File: config.mk
export PLATFORM = sky130hd
export DESIGN_NAME = dauc_top
export DESIGN_NICKNAME = d
export VERILOG_FILES = /design/src/dauc_top.v /design/src/dauc_trig_edge.v
export VERILOG_INCLUDE_DIRS = /design/src /design/src/src
export SDC_FILE = /design/constraint.sdc
export NUM_CORES = 1
export LEC_CHECK = 0
export ABC_AREA = 0
export BUFFER_PORTS_ARGS = -buffer_cell sky130_fd_sc_hd__clkbuf_2
export CAP_MARGIN = 20
export CORE_MARGIN = 2
export CORE_UTILIZATION = 25
export CTS_CLUSTER_SIZE = 25
export DETAILED_ROUTE_END_ITERATION = 8
export PLACE_DENSITY_LB_ADDON = 0.15
export SYNTH_ARGS = -nofsm -noshare
export SYNTH_HDL_FRONTEND = slang
export SYNTH_HIERARCHICAL = 1
export SYNTH_SLANG_ARGS = --single-unit
File: constraint.sdc
create_clock -name sys_clk_i -period 3 [get_ports sys_clk_i]
set_input_delay 0.15 -clock sys_clk_i [delete_from_list [all_inputs] [get_ports sys_clk_i]]
set_output_delay 0.15 -clock sys_clk_i [all_outputs]
set_load 0.01 [all_outputs]
File: src/dauc_defs.vh
// constants for the converter update control: register map, field
// positions, reset values and the conversion time.
// assumes a 32-bit axi4-lite bus and a 20 MHz system clock.
`ifndef DAUC_DEFS_VH
`define DAUC_DEFS_VH

// ==========================================================
// register byte addresses
`define DAUC_ADDR_CONFIG 4'h0
`define DAUC_ADDR_HIGH 4'h4
`define DAUC_ADDR_LOW 4'h8
`define DAUC_ADDR_STATUS 4'hC
`define DAUC_ADDR_W 4

// ==========================================================
// converter_config fields
`define DAUC_CFG_EN 0
`define DAUC_CFG_OE 1
`define DAUC_CFG_LA 2
`define DAUC_CFG_TS_LO 4
`define DAUC_CFG_TS_HI 6
`define DAUC_CFG_ATE 7
`define DAUC_CFG_MASK 8'hF7
`define DAUC_CFG_RESET 8'h00
`define DAUC_VAL_RESET 8'h00

// value byte masks per alignment
`define DAUC_HIGH_MASK_RIGHT 8'h03
`define DAUC_LOW_MASK_LEFT 8'hC0
`define DAUC_FULL_MASK 8'hFF

// ==========================================================
// status register fields
`define DAUC_ST_BUSY 16
`define DAUC_ST_PEND 17

// ==========================================================
// conversion (settling) time and its cycle count
// 1000 ns of settling at a 50 ns clock, sized to the counter width
`define DAUC_CONV_CYC 5'h14
`define DAUC_CNT_W 5

// ==========================================================
// bus responses
`define DAUC_RESP_OKAY 2'h0
`define DAUC_RESP_SLVERR 2'h2
`define DAUC_ZERO32 32'h00000000

`endif

File: src/dauc_top.v
// converter update control: axi4-lite registers, shadow code,
// alignment and trigger-driven loading for a 10-bit converter.
// assumes synchronous event flags and a single-clock system.
// the analog core and its reference selection live outside this block.
//
// Decided for this implementation: the register addresses and the AXI4-Lite slave port.
`timescale 1ns/1ps
`default_nettype none
`include "dauc_defs.vh"

module dauc_top (
  input wire sys_clk_i,
  input wire rst_i,
  // axi4-lite write address
  input wire s_axi_awvalid_i,
  output reg s_axi_awready_o,
  input wire [`DAUC_ADDR_W-1:0] s_axi_awaddr_i,
  // axi4-lite write data
  input wire s_axi_wvalid_i,
  output reg s_axi_wready_o,
  input wire [31:0] s_axi_wdata_i,
  input wire [3:0] s_axi_wstrb_i,
  // axi4-lite write response
  output reg s_axi_bvalid_o,
  input wire s_axi_bready_i,
  output reg [1:0] s_axi_bresp_o,
  // axi4-lite read address
  input wire s_axi_arvalid_i,
  output reg s_axi_arready_o,
  input wire [`DAUC_ADDR_W-1:0] s_axi_araddr_i,
  // axi4-lite read data
  output reg s_axi_rvalid_o,
  input wire s_axi_rready_i,
  output reg [31:0] s_axi_rdata_o,
  output reg [1:0] s_axi_rresp_o,
  // event flags from comparators, interrupt and timers
  input wire [7:0] trig_flags_i,
  // towards the analog core
  output reg [9:0] dac_code_o,
  output reg dac_load_o,
  output reg converter_enable_o,
  output reg analog_output_pin_en_o
);

  // ==========================================================
  // declarations
  // the counter is just wide enough for the settling count; a longer
  // settling time needs DAUC_CNT_W raised with it
  localparam [`DAUC_CNT_W-1:0] CONV_CYC = `DAUC_CONV_CYC; // settling cycles
  localparam [`DAUC_CNT_W-1:0] CNT_ZERO = 5'h00; // idle count
  localparam [`DAUC_CNT_W-1:0] CNT_ONE = 5'h01; // count step

  reg [7:0] converter_config; // software configuration
  reg [7:0] value_high_byte; // stored high value byte
  reg [7:0] value_low_byte; // stored low value byte
  reg low_pending; // low written, high not yet
  reg [`DAUC_CNT_W-1:0] conv_cnt; // cycles left in conversion
  reg aw_have; // write address held
  reg w_have; // write data held
  reg [`DAUC_ADDR_W-1:0] wr_addr; // held write address
  reg [7:0] wr_byte; // held write byte lane 0
  reg wr_lane; // lane 0 strobe held
  reg [31:0] next_rdata; // decoded read word
  reg next_rok; // read address mapped
  reg [7:0] wr_high; // masked high byte for a write
  reg [7:0] wr_low; // masked low byte for a write
  wire trig_rise; // selected flag rose
  wire auto_mode; // auto-trigger selected
  wire left_adj; // left alignment selected
  wire conv_busy; // conversion in progress
  wire wr_go; // both write halves present
  wire wr_map; // write address mapped

  assign auto_mode = converter_config[`DAUC_CFG_ATE];
  assign left_adj = converter_config[`DAUC_CFG_LA];
  assign conv_busy = (conv_cnt != CNT_ZERO);
  assign wr_go = aw_have & w_have & ~s_axi_bvalid_o;
  assign wr_map = (wr_addr == `DAUC_ADDR_CONFIG) || (wr_addr == `DAUC_ADDR_HIGH) ||
                  (wr_addr == `DAUC_ADDR_LOW) || (wr_addr == `DAUC_ADDR_STATUS);

  // ==========================================================
  // code assembly from the value bytes
  // right-adjusted layout
  // left-adjusted layout
  // only a rearrangement of bits; the shadow itself is dac_code_o
  function [9:0] dauc_code;
    input [7:0] hi;
    input [7:0] lo;
    input left;
    begin
      if (left) begin
        dauc_code = {hi, lo[7:6]};
      end else begin
        dauc_code = {hi[1:0], lo};
      end
    end
  endfunction

  // ==========================================================
  // trigger edge detection
  // registered flag edge used
  // the edge finder adds one register stage, so a load follows a
  // flag rise by two clocks
  dauc_trig_edge i_dauc_trig_edge (
    .sys_clk_i(sys_clk_i),
    .rst_i(rst_i),
    .flags_i(trig_flags_i),
    .sel_i(converter_config[`DAUC_CFG_TS_HI:`DAUC_CFG_TS_LO]),
    .rise_o(trig_rise)
  );

  // ==========================================================
  // masking of value bytes on write
  // reserved positions depend on the alignment in force at the write
  // alignment select
  always @* begin
    if (left_adj) begin
      wr_high = wr_byte & `DAUC_FULL_MASK;
      wr_low = wr_byte & `DAUC_LOW_MASK_LEFT;
    end else begin
      wr_high = wr_byte & `DAUC_HIGH_MASK_RIGHT;
      wr_low = wr_byte & `DAUC_FULL_MASK;
    end
  end

  // ==========================================================
  // axi write channels and register updates
  // address and data are taken in either order; the response follows
  // both and new requests wait until the response is accepted
  always @(posedge sys_clk_i or posedge rst_i) begin
    if (rst_i) begin
      s_axi_awready_o <= 1'b1;
      s_axi_wready_o <= 1'b1;
      s_axi_bvalid_o <= 1'b0;
      s_axi_bresp_o <= `DAUC_RESP_OKAY;
      aw_have <= 1'b0;
      w_have <= 1'b0;
      wr_addr <= `DAUC_ADDR_CONFIG;
      wr_byte <= `DAUC_VAL_RESET;
      wr_lane <= 1'b0;
      converter_config <= `DAUC_CFG_RESET;
      value_high_byte <= `DAUC_VAL_RESET;
      value_low_byte <= `DAUC_VAL_RESET;
      low_pending <= 1'b0;
      dac_code_o <= 10'h000;
      dac_load_o <= 1'b0;
      conv_cnt <= CNT_ZERO;
      converter_enable_o <= 1'b0;
      analog_output_pin_en_o <= 1'b0;
    end else begin
      dac_load_o <= 1'b0;
      // conversion time runs down after every load
      if (conv_busy) begin
        conv_cnt <= conv_cnt - CNT_ONE;
      end
      // capture address
      if (s_axi_awvalid_i && s_axi_awready_o) begin
        aw_have <= 1'b1;
        wr_addr <= s_axi_awaddr_i;
        s_axi_awready_o <= 1'b0;
      end
      // capture data, lane 0 only carries register bits
      if (s_axi_wvalid_i && s_axi_wready_o) begin
        w_have <= 1'b1;
        wr_byte <= s_axi_wdata_i[7:0];
        wr_lane <= s_axi_wstrb_i[0];
        s_axi_wready_o <= 1'b0;
      end
      // the trigger path reads the stored bytes, never the bus, so a
      // write landing in the same cycle is picked up by the next edge
      // trigger loads shadow
      if (auto_mode && trig_rise && !low_pending && !conv_busy) begin
        dac_code_o <= dauc_code(value_high_byte, value_low_byte, left_adj);
        dac_load_o <= 1'b1;
        conv_cnt <= CONV_CYC;
      end
      // perform the write once both halves are held
      if (wr_go) begin
        aw_have <= 1'b0;
        w_have <= 1'b0;
        s_axi_bvalid_o <= 1'b1;
        s_axi_bresp_o <= wr_map ? `DAUC_RESP_OKAY : `DAUC_RESP_SLVERR;
        if (wr_lane) begin
          case (wr_addr)
            `DAUC_ADDR_CONFIG: begin
              converter_config <= wr_byte & `DAUC_CFG_MASK;
              converter_enable_o <= wr_byte[`DAUC_CFG_EN];
              analog_output_pin_en_o <= wr_byte[`DAUC_CFG_OE];
            end
            `DAUC_ADDR_LOW: begin
              value_low_byte <= wr_low;
              low_pending <= 1'b1;
            end
            `DAUC_ADDR_HIGH: begin
              value_high_byte <= wr_high;
              low_pending <= 1'b0;
              // a normal-mode load restarts the settling time even when
              // busy; software owns the pacing in that mode
              // normal mode load
              if (!auto_mode) begin
                dac_code_o <= dauc_code(wr_high, value_low_byte, left_adj);
                dac_load_o <= 1'b1;
                conv_cnt <= CONV_CYC;
              end
            end
            default: begin
              // status and unmapped words take no write
            end
          endcase
        end
      end
      // response accepted, reopen both channels
      // ready stays low until the response is taken, which keeps one
      // write outstanding and makes a second write wait
      if (s_axi_bvalid_o && s_axi_bready_i) begin
        s_axi_bvalid_o <= 1'b0;
        s_axi_awready_o <= 1'b1;
        s_axi_wready_o <= 1'b1;
      end
    end
  end

  // ==========================================================
  // read decode
  // the shadow itself has no address; status only mirrors it
  always @* begin
    next_rdata = `DAUC_ZERO32;
    next_rok = 1'b1;
    case (s_axi_araddr_i)
      `DAUC_ADDR_CONFIG: begin
        next_rdata[7:0] = converter_config;
      end
      `DAUC_ADDR_HIGH: begin
        next_rdata[7:0] = value_high_byte &
          (left_adj ? `DAUC_FULL_MASK : `DAUC_HIGH_MASK_RIGHT);
      end
      `DAUC_ADDR_LOW: begin
        next_rdata[7:0] = value_low_byte &
          (left_adj ? `DAUC_LOW_MASK_LEFT : `DAUC_FULL_MASK);
      end
      `DAUC_ADDR_STATUS: begin
        next_rdata[9:0] = dac_code_o;
        next_rdata[`DAUC_ST_BUSY] = conv_busy;
        next_rdata[`DAUC_ST_PEND] = low_pending;
      end
      default: begin
        // unmapped words answer with an error and zero data
        next_rok = 1'b0;
      end
    endcase
  end

  // ==========================================================
  // axi read channels
  // one read at a time: address refused while data is outstanding
  // arready and rvalid are never high together, so a new address
  // can not overwrite data the master has not yet taken
  always @(posedge sys_clk_i or posedge rst_i) begin
    if (rst_i) begin
      s_axi_arready_o <= 1'b1;
      s_axi_rvalid_o <= 1'b0;
      s_axi_rdata_o <= `DAUC_ZERO32;
      s_axi_rresp_o <= `DAUC_RESP_OKAY;
    end else begin
      if (s_axi_arvalid_i && s_axi_arready_o) begin
        s_axi_arready_o <= 1'b0;
        s_axi_rvalid_o <= 1'b1;
        s_axi_rdata_o <= next_rdata;
        s_axi_rresp_o <= next_rok ? `DAUC_RESP_OKAY : `DAUC_RESP_SLVERR;
      end else if (s_axi_rvalid_o && s_axi_rready_i) begin
        s_axi_rvalid_o <= 1'b0;
        s_axi_arready_o <= 1'b1;
      end
    end
  end

endmodule

`default_nettype wire

File: src/dauc_trig_edge.v
// rising-edge finder for the eight on-chip event flags.
// assumes the flags are synchronous to sys_clk_i.
`timescale 1ns/1ps
`default_nettype none

module dauc_trig_edge (
  input wire sys_clk_i,
  input wire rst_i,
  input wire [7:0] flags_i,
  input wire [2:0] sel_i,
  output reg rise_o
);

  // ==========================================================
  // per-flag history
  // every flag keeps its own history, so a change of the select
  // field never fakes an edge from an unrelated flag
  wire [7:0] rise; // one-cycle rise of each flag
  genvar g;
  generate
    for (g = 0; g < 8; g = g + 1) begin : flag_hist
      reg prev; // flag value one clock ago
      always @(posedge sys_clk_i or posedge rst_i) begin
        if (rst_i) begin
          prev <= 1'b0;
        end else begin
          prev <= flags_i[g];
        end
      end
      assign rise[g] = flags_i[g] & ~prev;
    end
  endgenerate

  // ==========================================================
  // selected edge, registered
  // pick chosen source
  always @(posedge sys_clk_i or posedge rst_i) begin
    if (rst_i) begin
      rise_o <= 1'b0;
    end else begin
      rise_o <= rise[sel_i];
    end
  end

endmodule

`default_nettype wire

* Yosys cells after proc, flatten, opt, wreduce, memory -nomap -nowiden
Cells that the tools add are included.
Widths: inputs -> output; s select.
** Word-level totals
- Bits in registers :: 87
- Output and inout port bits :: 54
- Logic and storage cells :: 133
** Operators by class
- Add/subtract/negate cells :: 1
- Magnitude comparators :: 1
- Equal/unequal tests :: 6
- Muxes and demuxes :: 45
- Bitwise gates (word level) :: 21
- Reductions and logical operators :: 28
** Operators with widths (number)
- $mux 10 :: 7
- $pmux 8 s4 :: 1
- $mux 5 :: 6
- $mux 1 :: 21
- $and 8x8->8 :: 2
- $eq 4x4->1 const B :: 4
- $mux 8 :: 2
- $reduce_bool 2->1 :: 7
- $mux 6 :: 2
- $reduce_and 3->1 :: 4
- $and 1x1->1 :: 10
- $not 1->1 :: 9
- $eq 4x3->1 const B :: 2
- $logic_and 1x1->1 :: 8
- $logic_not 4->1 :: 2
- $mux 2 :: 4
- $reduce_bool 5->1 :: 1
- $sub 5x1->5 const B :: 1
- $lt 3x4->1 const B :: 1
- $reduce_or 4->1 :: 1
- $bmux 1 s3 :: 1
- $logic_or 1x1->1 :: 3
- $logic_not 1->1 :: 2
- $pmux 1 s2 :: 1

* Logic depth before layout (Yosys ltp)
Gate-level depths: netlist of the first run.
- Depth in word-level cells :: 8
- Mapped depth :: 7

* Modules after synthesis
Netlist of the first run, hierarchy kept.
** Modules (own cells, without submodules)
- dauc_top :: times used 1, cells an instance 315, area an instance 3515.9 um2, seq. area each 1855.5 um2
- dauc_trig_edge :: times used 1, cells an instance 28, area an instance 375.4 um2, seq. area each 225.2 um2

* Least setup slack after synthesis of the first run
No wires, ideal clock.
- Path type :: register to register
- Start :: reg conv_cnt[0]
- End :: reg dac_code_o[0]
- Library setup time :: 0.128 ns
- Arrival :: 2.018 ns
- Data required time :: 2.872 ns
- Path slack :: 0.854 ns
- Cell stages (with the launch flop) :: 8
- Path buffers :: 1
- Path through :: dfrtp_1 -> inv_1 -> ha_1 -> or4b_1 -> buf_2 -> or3_4 -> nand2_4 -> mux2_1
** On the way
- Longest elaborated chain between the ends :: 8
** RTL lines
- start, declared :: line dauc_top.v:57 : reg [`DAUC_CNT_W-1:0] conv_cnt;
- start signal, assigned :: line dauc_top.v:154 : conv_cnt <= conv_cnt - CNT_ONE;
- $reduce_bool 5->1 (*) :: line dauc_top.v:76 : assign conv_busy = (conv_cnt != CNT_ZERO);
- $logic_not 1->1 (*) :: line dauc_top.v:172 : if (auto_mode && trig_rise && !low_pending && !conv_busy) begin
- $logic_and 1x1->1 (*) :: line dauc_top.v:172
- $mux 10 (*) :: line dauc_top.v:172
- $mux 10 :: line dauc_top.v:200 : if (!auto_mode) begin
- $mux 10 :: line dauc_top.v:184 : case (wr_addr)
- $mux 10 :: line dauc_top.v:183 : if (wr_lane) begin
- $mux 10 (*) :: line dauc_top.v:178 : if (wr_go) begin
- end signal, assigned :: line dauc_top.v:173 : dac_code_o <= dauc_code(value_high_byte, value_low_byte, left_adj);
- end signal, assigned :: line dauc_top.v:201 : dac_code_o <= dauc_code(wr_high, value_low_byte, left_adj);
- end, declared :: line dauc_top.v:39 : output reg [9:0] dac_code_o,
Every way passes the cells marked *; elsewhere a longest branch is shown, timed or not.
A chain may end at the register's enable or synchronous reset.

* Final worst setup path of the first run
Ends and elaborated chain as after synthesis.

==> results.md, run 1 <==
* Status: finished clean
* Peak supply drop at between 0.0002 and 0.0003 V
* Via/cell ratio at between 4 and 5
* # Post-CTS Setup Buffers at 0
* CP Capture Type: flip-flop
* I/O Buffers at between 60 and 70
* Dpl cells at 587
* Vias post-DR at 2,753
* Grt total ovfl at 0
* Post-cts resize count at 0
* CP arrival at 2.58 ns
* Non-Filler Instances at between 600 and 700
* Core area at ~0.015 mm^2
* Final min period at 2.35 ns
* Largest net degree at the start of global routing at 44
* Sink Count at 83
* CTS tree: yes
* Worst slew margin at 50.9%
* Post-Syn Instances at 343
* HP Class: input port to flip-flop
* HPWL after DPL at a little under 7 mm
* DR WL/cell at ~15 um
* Fmax at 425 MHz
* RePlAce Congestion at 0.741
* Synth cell types at 52
* Ys flop type: dfrtp_1
* H-tree depth at 3
* CP Max Fanout at 8
* Synthesized area at approximately 0.004 mm^2
* Syn-to-layout area delta at 23.9%
* All-Layer GR Usage at 12.3%
* FFs w/ async S/R, synth at 100%
* First-pass detailed-route iteration total at 4
* Startpoint Class: flip-flop
* Max Cap Violations at 0
* DRT antenna net count at 0
* Num ports at 113
* N_diodes at 0
* Synth Area per Inst at 11.3 um^2
* CTS root buffer: clkbuf_16
* Required @ worst endpoint at 3.23 ns
* Slew @ Worst Pin at about 0.74 ns
* DRC violation count after routing at 0
* Final setup viols at 0
* Die Span Y at 129 um
* RSZ-0062 raised after global routing: false
* CTS max path bufs at 2
* Hold buffers post-CTS at 13
* Initial antenna violation count at 0
* Filler cell count at 1,577
* Worst hold slack at 0.0329 ns
* Final period util at approximately 80%
* Crit path kind: flip-flop to flip-flop
* Total wire length at just over 9 mm
* Worst skew pair latency at 0.35 ns
* Yosys warnings at 6
* Pwr dens at between 800 and 900 mW/mm^2
* CTS buffer count at 9
* Final Hold Vio Count at 0
* Iteration-0 DRC count of the detailed router at 134
* First-pass GRT wire length at between 15 and 20 mm
* Ratio of cells with drive above 1 in the final layout at between 30% and 40%
* Rows at 45
* Clk_skew at between 0.008 and 0.009 ns
* Worst-path clk slew at 0.07 ns
* Die X at roughly 130 um
* Max Slew Vio Count at 0
* Synth Register Bits at 83
* Leakage power at around 2.3 nW
* DIE AREA at 0.0166 mm^2
* Nets at ~480
* Initial Util at 25.6%
* Setup_tns at 0 ns
* Number of flops mapped to enable cells by yosys at 0
* Sequential-to-total area share from yosys stat at 53.5%
* Vias in the first global route at 2,749
==> synth_stat cells, drive strengths merged (2+ instances only) <==
cell type / instances / share of area (%)
nand3b: 2 / 0.39
nor4b: 2 / 0.45
o21a: 2 / 0.39
a21oi: 11 / 1.4
nor2b: 11 / 1.8
and3: 3 / 0.48
o211a: 2 / 0.51
or3b: 2 / 0.45
nand4b: 2 / 0.45
a22o: 7 / 1.6
inv: 10 / 0.96
nand3: 2 / 0.26
nor2: 14 / 1.4
a21o: 4 / 0.77
and2: 2 / 0.32
nand2: 38 / 3.9
dfrtp: 80 / 51
o211ai: 2 / 0.39
a221oi: 3 / 0.68
mux2: 37 / 11
buf: 24 / 4.5
nor3b: 7 / 1.4
dfstp: 3 / 2.0
clkbuf: 9 / 0.87
nand2b: 7 / 1.1
nor3: 4 / 0.93
mux2i: 13 / 3.3
o21ai: 23 / 3.0
==> worst max-delay path, stage by stage, from the launching register on <==
cell and delay (ns):
dfrtp_1 0.39, inv_1 0.08, ha_1 0.21, or4b_1 0.62, or3_4 0.44, nand2_4 0.16
mux2_1 0.33
==> layout by cell type, fill, tap and decap left out, types with 3 or more instances in the layout <==
cell / instances
dfrtp_1: 80
nor3b_1: 7
nor2_1: 13
inv_1: 9
clkbuf_16: 9
a21oi_1: 11
dlygate4sd3_1: 13
clkbuf_2: 63
dfstp_2: 3
nor2b_1: 11
mux2i_1: 13
a21o_1: 4
mux2_2: 35
nand2_1: 37
conb_1: 22
o21ai_0: 23
buf_4: 4
a221oi_1: 3
a22o_1: 7
and3_1: 3
nand2b_1: 7
==> sequential cells by signal, indices dropped and copies added (netlist names) <==
name / flops
low_pending: 1
i_dauc_trig_edge/rise_o: 1
conv_cnt: 5
s_axi_wready_o: 1
s_axi_bresp_o: 1
aw_have: 1
s_axi_awready_o: 1
wr_addr: 4
converter_config: 7
i_dauc_trig_edge/flag_hist.prev: 8
value_high_byte: 8
s_axi_rdata_o: 12
wr_byte: 8
value_low_byte: 8
dac_load_o: 1
wr_lane: 1
s_axi_rresp_o: 1
w_have: 1
dac_code_o: 10
s_axi_arready_o: 1
s_axi_bvalid_o: 1
s_axi_rvalid_o: 1
==> path summary, 6_finish.rpt <==
| path | from | endpoint | slack [ns] | cells after the start |
|---|---|---|---|---|
| worst max-delay path | conv_cnt[0] | dac_code_o[0] | 0.65 | 6 |
| worst min-delay path | s_axi_wstrb_i[0] | wr_lane | 0.03 | 2 |
| worst max register to register | conv_cnt[0] | dac_code_o[0] | 0.65 | 6 |
| worst min register to register | value_low_byte[4] | value_low_byte[4] | 0.48 | 2 |
| max in group asynchronous | rst_i | s_axi_wready_o | 1.78 | 4 |
| min in group asynchronous | rst_i | i_dauc_trig_edge/flag_hist[3].prev | 0.32 | 3 |
==> final cells by class <==
class | instances | area (um^2) | share of cell area [%]
flip-flops and latches | 83 | 2080 | 43.2
clock inverters | 6 | 88.8 | 1.84
well taps | 188 | 235 | 4.88
repair buffers | 81 | 495 | 10.3
inverters | 10 | 37.5 | 0.779
clock buffers | 10 | 239 | 4.96
multi-input cells | 238 | 1640 | 34.1
==> stage by stage <==
| step | power [mW] | utilization [%] | setup slack [ns] | cell area, um^2 |
|---|---|---|---|---|
| detailed placement | 2.73 | 28.7 | 0.646 | 4360 |
| global route | 4.22 | 31.7 | 0.506 | 4820 |
| finish | 3.92 | 31.7 | 0.646 | 4820 |
| global placement | 2.71 | 28.7 | 0.655 | 4360 |
| CTS | 3.99 | 31.7 | 0.629 | 4820 |
| floorplan | 2.39 | - | 0.854 | 3970 |
==> kinds of logic after synthesis <==
| family | after synthesis | synth area share (%) |
|---|---|---|
| buf+inv | 43 | 6.30 |
| fa+ha+maj | 1 | 0.321 |
| compound gates | 61 | 10.2 |
| simple gates | 101 | 14.6 |
| other cells | 1 | 0.0964 |
| flops | 83 | 53.5 |
| xor+xnor | 2 | 0.450 |
| mux | 51 | 14.6 |
==> metal layers <==
metal,vias up,track usage (%),share of wire [%]
met1,1333,17.2,51
met5,-,0,0
met4,0,5.12,1.6
met3,12,3.08,4.2
met2,73,18.1,43
li1,1335,-,-
==> power breakdown <==
group	switching, mW	internal, mW	total (mW)	leakage (nW)
registers	0.338	1.43	1.77	1.07
clock network	0.461	0.751	1.21	0.155
logic	0.438	0.496	0.934	1.05
total	1.24	2.68	3.92	2.28
Note: power is estimated with default switching activity, not from simulation.
==> run 2, diff against run 1 <==
--- a/config.mk
+++ b/config.mk
@@ -6,7 +6,7 @@
 export SDC_FILE = /design/constraint.sdc
 export NUM_CORES = 1
 export LEC_CHECK = 0
-export ABC_AREA = 0
+export ABC_AREA = 1
 export BUFFER_PORTS_ARGS = -buffer_cell sky130_fd_sc_hd__clkbuf_2
 export CAP_MARGIN = 20
 export CORE_MARGIN = 2
==> constraint.sdc (replaced) <==
create_clock -name sys_clk_i -period 2.1 [get_ports sys_clk_i]
set_input_delay 0.105 -clock sys_clk_i [delete_from_list [all_inputs] [get_ports sys_clk_i]]
set_output_delay 0.105 -clock sys_clk_i [all_outputs]
set_load 0.01 [all_outputs]
==> run 2 against run 1 <==
Clock power grew 26%. Worst setup slack worse by 0.12 ns. Via count increased by 21%. Critical path depth is the same. Sequential share of layout area shrank 2.7 points. Count of clock-buffer cells in the layout increased by 2. Fmax up 50%. Critical endpoint is now converter_config[5]. Synthesized area rose by 5.1%. Worst hold slack improved by 0.066 ns. Cell count increased by 32%. Flip-flop and latch count unchanged.
==> results.md, run 2 <==
* Worst hold slack at 0.0986 ns (+0.0657 ns)
* Peak supply drop at 0.000489 V (+86%)
* Most common cell after layout, fill and taps aside: nand2_1
* Setup_tns at 0 ns (unchanged)
* RSZ-0062 raised after global routing: false
* Num ports at 113 (unchanged)
* First-pass detailed-route iteration total at 5 (+1)
* Ratio of cells with drive above 1 in the final layout at 19.1% (-12 points)
* DIE AREA at 0.0174 mm^2 (+5.0%)
* Ys flop type: dfrtp_1
* DRT antenna net count at 0 (unchanged)
* Most frequent cell after synthesis: nand2_1
* Initial Util at 25.7% (+0.066 points)
* HPWL after DPL at 7.76 mm (+15%)
* Cells along the critical path: inv_2 -> nand3_4 -> nor2_4 -> nand4_2 -> nand2_1 -> o21ai_2
* Iteration-0 DRC count of the detailed router at 173 (+29%)
* Max Cap Violations at 0 (unchanged)
* Dpl cells at 768 (+31%)
* First-pass GRT wire length at 17.2 mm (+12%)
* Synth top area share at 48.9% (-2.5 points)
* Nets at 651 (+35%)
* Most area-consuming cells after synthesis: dfrtp_1, nand2_1, o21ai_0, inv_1, nand3_1
* I/O Buffers at 63 (unchanged)
* Synth Area per Inst at 8.23 um^2 (-27%)
* CTS tree: yes
* DRC violation count after routing at 0 (unchanged)
* Largest net degree at the start of global routing at 75 (+70%)
* Startpoint Class: flip-flop
* Via/cell ratio at 4.10 (-8.3%)
* Commonest cells in the netlist: nand2_1, dfrtp_1, inv_1
* Non-Filler Instances at 812 (+32%)
* Vias in the first global route at 3,274 (+19%)
* Rows at 46 (+2.2%)
* Fin util at 32.2% (+0.53 points)
* Fmax at 637 MHz (+50%)
* Crit path max-delay family: simple AND/OR/NAND/NOR gates
* Required @ worst endpoint at 2.32 ns (-0.91 ns)
* Grt total ovfl at 0 (unchanged)
* Vias post-DR at 3,327 (+21%)
* Synthesized area at 0.00409 mm^2 (+5.1%)
* HP Class: input port to flip-flop
* Initial antenna violation count at 0 (unchanged)
* N_diodes at 0 (unchanged)
* Critical Path Max Stage Delay at 0.40 ns (-0.22 ns)
* Final period util at 74.7% (-3.7 points)
* CP Capture Type: flip-flop
* Total wire length at 10.4 mm (+12%)
* Final setup viols at 0 (unchanged)
* Worst skew pair latency at 0.34 ns (about the same)
* Most flops, register: s_axi_rdata_o
* Clk_skew at 0.00731 ns (-0.000752 ns)
* CTS buffer count at 9 (unchanged)
* Buf+Inv Stages, Crit Path at 1 (unchanged)
* Final Hold Vio Count at 0 (unchanged)
* DR WL/cell at 12.8 um (-15%)
* CTS max path bufs at 2 (unchanged)
* Crit path kind: flip-flop to flip-flop
* FFs w/ async S/R, synth at 100% (unchanged)
* Status: finished clean
* Max Slew Vio Count at 0 (unchanged)
* Synth Register Bits at 83 (unchanged)
* Post-Syn Instances at 497 (+45%)
* Sink Count at 83 (unchanged)
* Pwr dens at 1090 mW/mm^2 (+34%)
* Yosys warnings at 6 (unchanged)
* Cell taking the most area after synthesis: dfrtp_1
* RePlAce Congestion at 0.790 (+6.6%)
* Post-cts resize count at 0 (unchanged)
* CTS root buffer: clkbuf_16
* Core area at 0.0159 mm^2 (+4.9%)
* # Post-CTS Setup Buffers at 0 (unchanged)
* Leakage power at 2.59 nW (+14%)
* Worst-path clk slew at 0.06 ns (about the same)
* CP arrival at 1.79 ns (-0.79 ns)
* Die Span Y at 132 um (+2.5%)
* Total Power at 5.61 mW (+43%)
* Max reg flops at 12 (unchanged)
* Sequential-to-total area share from yosys stat at 50.9% (-2.6 points)
* FF-to-FF setup slack at 0.53 ns (-0.12 ns)
* Die X at 132 um (+2.5%)
* Critical path's slowest cell: dfrtp_1
* Synth cell types at 33 (-37%)
* Most frequent cells in the layout: nand2_1, dfrtp_1, clkbuf_2
* Final min period at 1.57 ns (-0.785 ns)
* Syn-to-layout area delta at 25.6%
* Hold buffers post-CTS at 28 (+15)
* H-tree depth at 3 (unchanged)
* Number of flops mapped to enable cells by yosys at 0 (unchanged)
* Regs by FF count: s_axi_rdata_o: 12 flops, dac_code_o: 10 flops
* Filler cell count at 1,747 (+11%)
* CP Max Fanout at 14 (+6)
* All-Layer GR Usage at 12.6% (+0.31 points)
## run 2: cell count changes in the layout (fill, tap and decap cells not counted), moves of 10 or more
cell and change:
nand4_1 +12, dlygate4sd3_1 +15, mux2i_1 -13, o21ai_0 +25, nor2b_1 -11, nand2_1 +110
mux2_2 -35, o21ai_1 +10, inv_1 +47, nand3_1 +34
## run 2: kinds of logic (layout without fill, tap and decap cells)
logic type	Yosys count	after routing	synth area share [%]
other	1	22	0.0917
XOR/XNOR	1	1	0.214
flip-flops	83	83	50.9
buffers and inverters	101	179	12.1
AO/OA/AOI/OAI	75	75	10.0
adder cells (fa/ha/maj)	1	1	0.306
AND/OR/NAND/NOR	235	235	26.4
## run 2: layout make-up
class	count	area [um^2]	area share, %
clock inverter	4	45.0	0.876
timing repair buffer	99	668	13.0
sequential	83	2080	40.5
inverter	64	245	4.77
clock buffer	12	236	4.60
multi-input combinational	334	1590	31.0
tap	216	270	5.26
## run 2: worst paths after layout
path,depth (start not counted),endpoint,start
setup / recovery,6,converter_config[5],s_axi_bvalid_o
hold / removal,4,s_axi_rdata_o[3],s_axi_arvalid_i
setup reg to reg,6,converter_config[5],s_axi_bvalid_o
hold reg to reg,2,s_axi_rdata_o[4],s_axi_rdata_o[4]
max in group asynchronous,4,s_axi_wready_o,rst_i
min in group asynchronous,3,i_dauc_trig_edge/flag_hist[1].prev,rst_i
## run 2: where the power goes
group          internal (mW)  switching, mW  leakage, nW
Clock                  0.916          0.618        0.140
Sequential              2.06          0.401         1.07
Combinational          0.596           1.02         1.38
Total                   3.57           2.04         2.59
## run 2: worst min-delay path: stages
cell,delay [ns]
clkbuf_2,0.08
nand2_1,0.10
nand2_1,0.08
nand2_1,0.05
## run 2: stage by stage
stage               worst slack (ns)  cell area (um^2)
floorplan                      0.118              4170
global placement               0.542              4580
detailed placement             0.511              4580
CTS                            0.493              5140
global route                   0.369              5140
finish                         0.531              5140
## run 2: layer usage
| metal | vias up | GRT usage [%] | wire length (um) |
|---|---|---|---|
| li1 | 1730 | - | - |
| met1 | 1495 | 17.2 | 5150 |
| met2 | 85 | 19.0 | 4510 |
| met3 | 17 | 3.92 | 527 |
| met4 | 0 | 4.05 | 174 |
| met5 | - | 0 | 0 |
==> run 3, diff against run 2 <==
==> constraint.sdc (replaced) <==
create_clock -name sys_clk_i -period 1.55 [get_ports sys_clk_i]
set_input_delay 0.0775 -clock sys_clk_i [delete_from_list [all_inputs] [get_ports sys_clk_i]]
set_output_delay 0.0775 -clock sys_clk_i [all_outputs]
set_load 0.01 [all_outputs]
==> run 3 against run 2 <==
Combinational power up 46%. Critical path depth up 1. Global-route usage about the same. Largest cell class unchanged. Highest routed layer unchanged.
==> results.md, run 3 (synthesized netlist as in run 2, its figures left out) <==
* Status: finished clean
* Initial Util at 25.7% (unchanged)
* Most flops, register: s_axi_rdata_o
* Rows at 46 (unchanged)
* GR Util met2 at 19.0% (unchanged)
* Total Power at 7.95 mW (+42%)
* Sink Count at 83 (unchanged)
* Cells along the critical path: buf_4 -> nor2_4 -> nand3_2 -> nor3_4 -> buf_4 -> nand3_1 -> o21ai_0
* Final period util at 92.0% (+17 points)
* Non-Filler Instances at 821 (+1.1%)
* Peak supply drop at 0.000633 V (+29%)
* I/O Buffers at 63 (unchanged)
* Ratio of cells with drive above 1 in the final layout at 20.8% (+1.7 points)
* CP arrival at 1.69 ns (-0.10 ns)
* CP Max Fanout at 5 (-9)
* Max reg flops at 12 (unchanged)
* Syn-to-layout area delta at 29.7%
* RePlAce Congestion at 0.802 (+1.5%)
* GR Util met1 at 17.2% (-0.036 points)
* Pwr dens at 1500 mW/mm^2 (+37%)
* Critical Path Max Stage Delay at 0.37 ns (-0.03 ns)
* Final min period at 1.43 ns (-0.143 ns)
* DRT antenna net count at 0 (unchanged)
* CTS root buffer: clkbuf_16
* Worst skew pair latency at 0.34 ns (about the same)
* Largest net degree at the start of global routing at 75 (unchanged)
* N_diodes at 0 (unchanged)
* DRC violation count after routing at 0 (unchanged)
* Vias in the first global route at 3,220 (-1.6%)
* DIE AREA at 0.0174 mm^2 (unchanged)
* CP Capture Type: flip-flop
* Num ports at 113 (unchanged)
* Most common cell after layout, fill and taps aside: nand2_1
* Required @ worst endpoint at 1.82 ns (-0.50 ns)
* HP Class: input port to flip-flop
* Most frequent cells in the layout: nand2_1, dfrtp_1, clkbuf_2
* Final Hold Vio Count at 0 (unchanged)
* Critical path's slowest cell: dfrtp_1
* Clk_skew at 0.00799 ns (+0.000675 ns)
* Crit path kind: flip-flop to flip-flop
* Startpoint Class: flip-flop
* RSZ-0062 raised after global routing: true
* First-pass GRT wire length at 17.2 mm (+0.24%)
* DR WL/cell at 12.8 um (+0.33%)
* FF-to-FF setup slack at 0.12 ns (-0.41 ns)
* Regs by FF count: s_axi_rdata_o: 12 flops, dac_code_o: 10 flops
* CTS max path bufs at 2 (unchanged)
* Nets at 661 (+1.5%)
* Die X at 132 um (unchanged)
* Initial antenna violation count at 0 (unchanged)
* Fin util at 33.3% (+1.0 points)
* Leakage power at 2.65 nW (+2.4%)
* H-tree depth at 3 (unchanged)
* HPWL after DPL at 7.89 mm (+1.7%)
* Max Cap Violations at 0 (unchanged)
* Max Slew Vio Count at 0 (unchanged)
* Core area at 0.0159 mm^2 (unchanged)
* CTS tree: yes
* Grt total ovfl at 0 (unchanged)
* Vias post-DR at 3,425 (+2.9%)
* Total wire length at 10.5 mm (+1.4%)
* Die Span Y at 132 um (unchanged)
* Met3 Resource Use GR at 3.42% (-0.50 points)
* Fmax at 701 MHz (+10%)
* Dpl cells at 778 (+1.3%)
* CTS buffer count at 9 (unchanged)
* First-pass detailed-route iteration total at 4 (-1)
* Critical path's most frequent cell: buf_4
* Via/cell ratio at 4.17 (+1.8%)
* Final setup viols at 0 (unchanged)
* All-Layer GR Usage at 12.6% (about the same)
* Iteration-0 DRC count of the detailed router at 189 (+9.2%)
* Top Usage Layer GRT: met2
* Worst-path clk slew at 0.06 ns (about the same)
==> run 3: changes by cell type in the layout (fill, tap and decap cells not counted), moves of 2 or more <==
cell	previous run	this run
nand3_4	1	3
clkinv_2	3	0
buf_12	1	3
buf_6	0	2
o21ai_0	48	46
o21ai_1	10	12
buf_4	7	13
==> run 3: path summary, 6_finish.rpt <==
check,from,to,cells after the start
max in group asynchronous,rst_i,s_axi_awready_o,4
min,s_axi_arvalid_i,s_axi_rdata_o[3],4
max reg2reg,wr_addr[1],value_low_byte[3],7
min reg2reg,s_axi_rdata_o[7],s_axi_rdata_o[7],2
min in group asynchronous,rst_i,i_dauc_trig_edge/flag_hist[2].prev,3
max,wr_addr[1],value_low_byte[3],7
==> run 3: repair_timing <==
action / 4_1_cts / 5_1_grt
gates resized for setup: 0 / 9
setup buffers: 0 / 0
endpoints found under the setup margin: 0 / 13
hold buffers: 28 / 0
hold endpoints to repair: 105 / 0
==> run 3: per-layer routing <==
metal,vias to the layer above,share of wire (%)
met5,-,0
met4,0,2.3
met3,14,4.2
met2,84,45
met1,1573,49
li1,1754,-
==> run 3: area by class of cell <==
cell class                      instances  area (um^2)
Multi-Input combinational cell        334         1620
Sequential cell                        83         2080
Tap cell                              216          270
Clock inverter                          2         60.1
Inverter                               64          249
Fill cell                            1752        10600
Clock buffer                           13          250
Timing Repair Buffer                  109          776
==> run 3: power breakdown <==
part / internal, mW / switching (mW) / total, mW
clock: 1.45 / 0.828 / 2.28
sequential: 2.79 / 0.526 / 3.31
combinational: 0.915 / 1.45 / 2.36
total: 5.15 / 2.80 / 7.95
==> run 3: critical path, delay by kind of cell (launching register included) <==
family	cells	cell delay [ns]
compound gates	1	0.07
buf+inv	2	0.34
flops	1	0.37
simple gates	4	0.58
==> run 3: metrics by stage <==
stage | cell area (um^2) | setup TNS, ns | hold slack (ns) | setup slack [ns]
floorplan | 4170 | 0 | -0.0946 | 0.213
global placement | 4680 | 0 | 0.0747 | 0.0919
detailed placement | 4680 | 0 | 0.0908 | 0.0643
CTS | 5270 | 0 | 0.0854 | 0.0537
global route | 5310 | -0.0242 | 0.134 | -0.0177
finish | 5310 | 0 | 0.0849 | 0.124
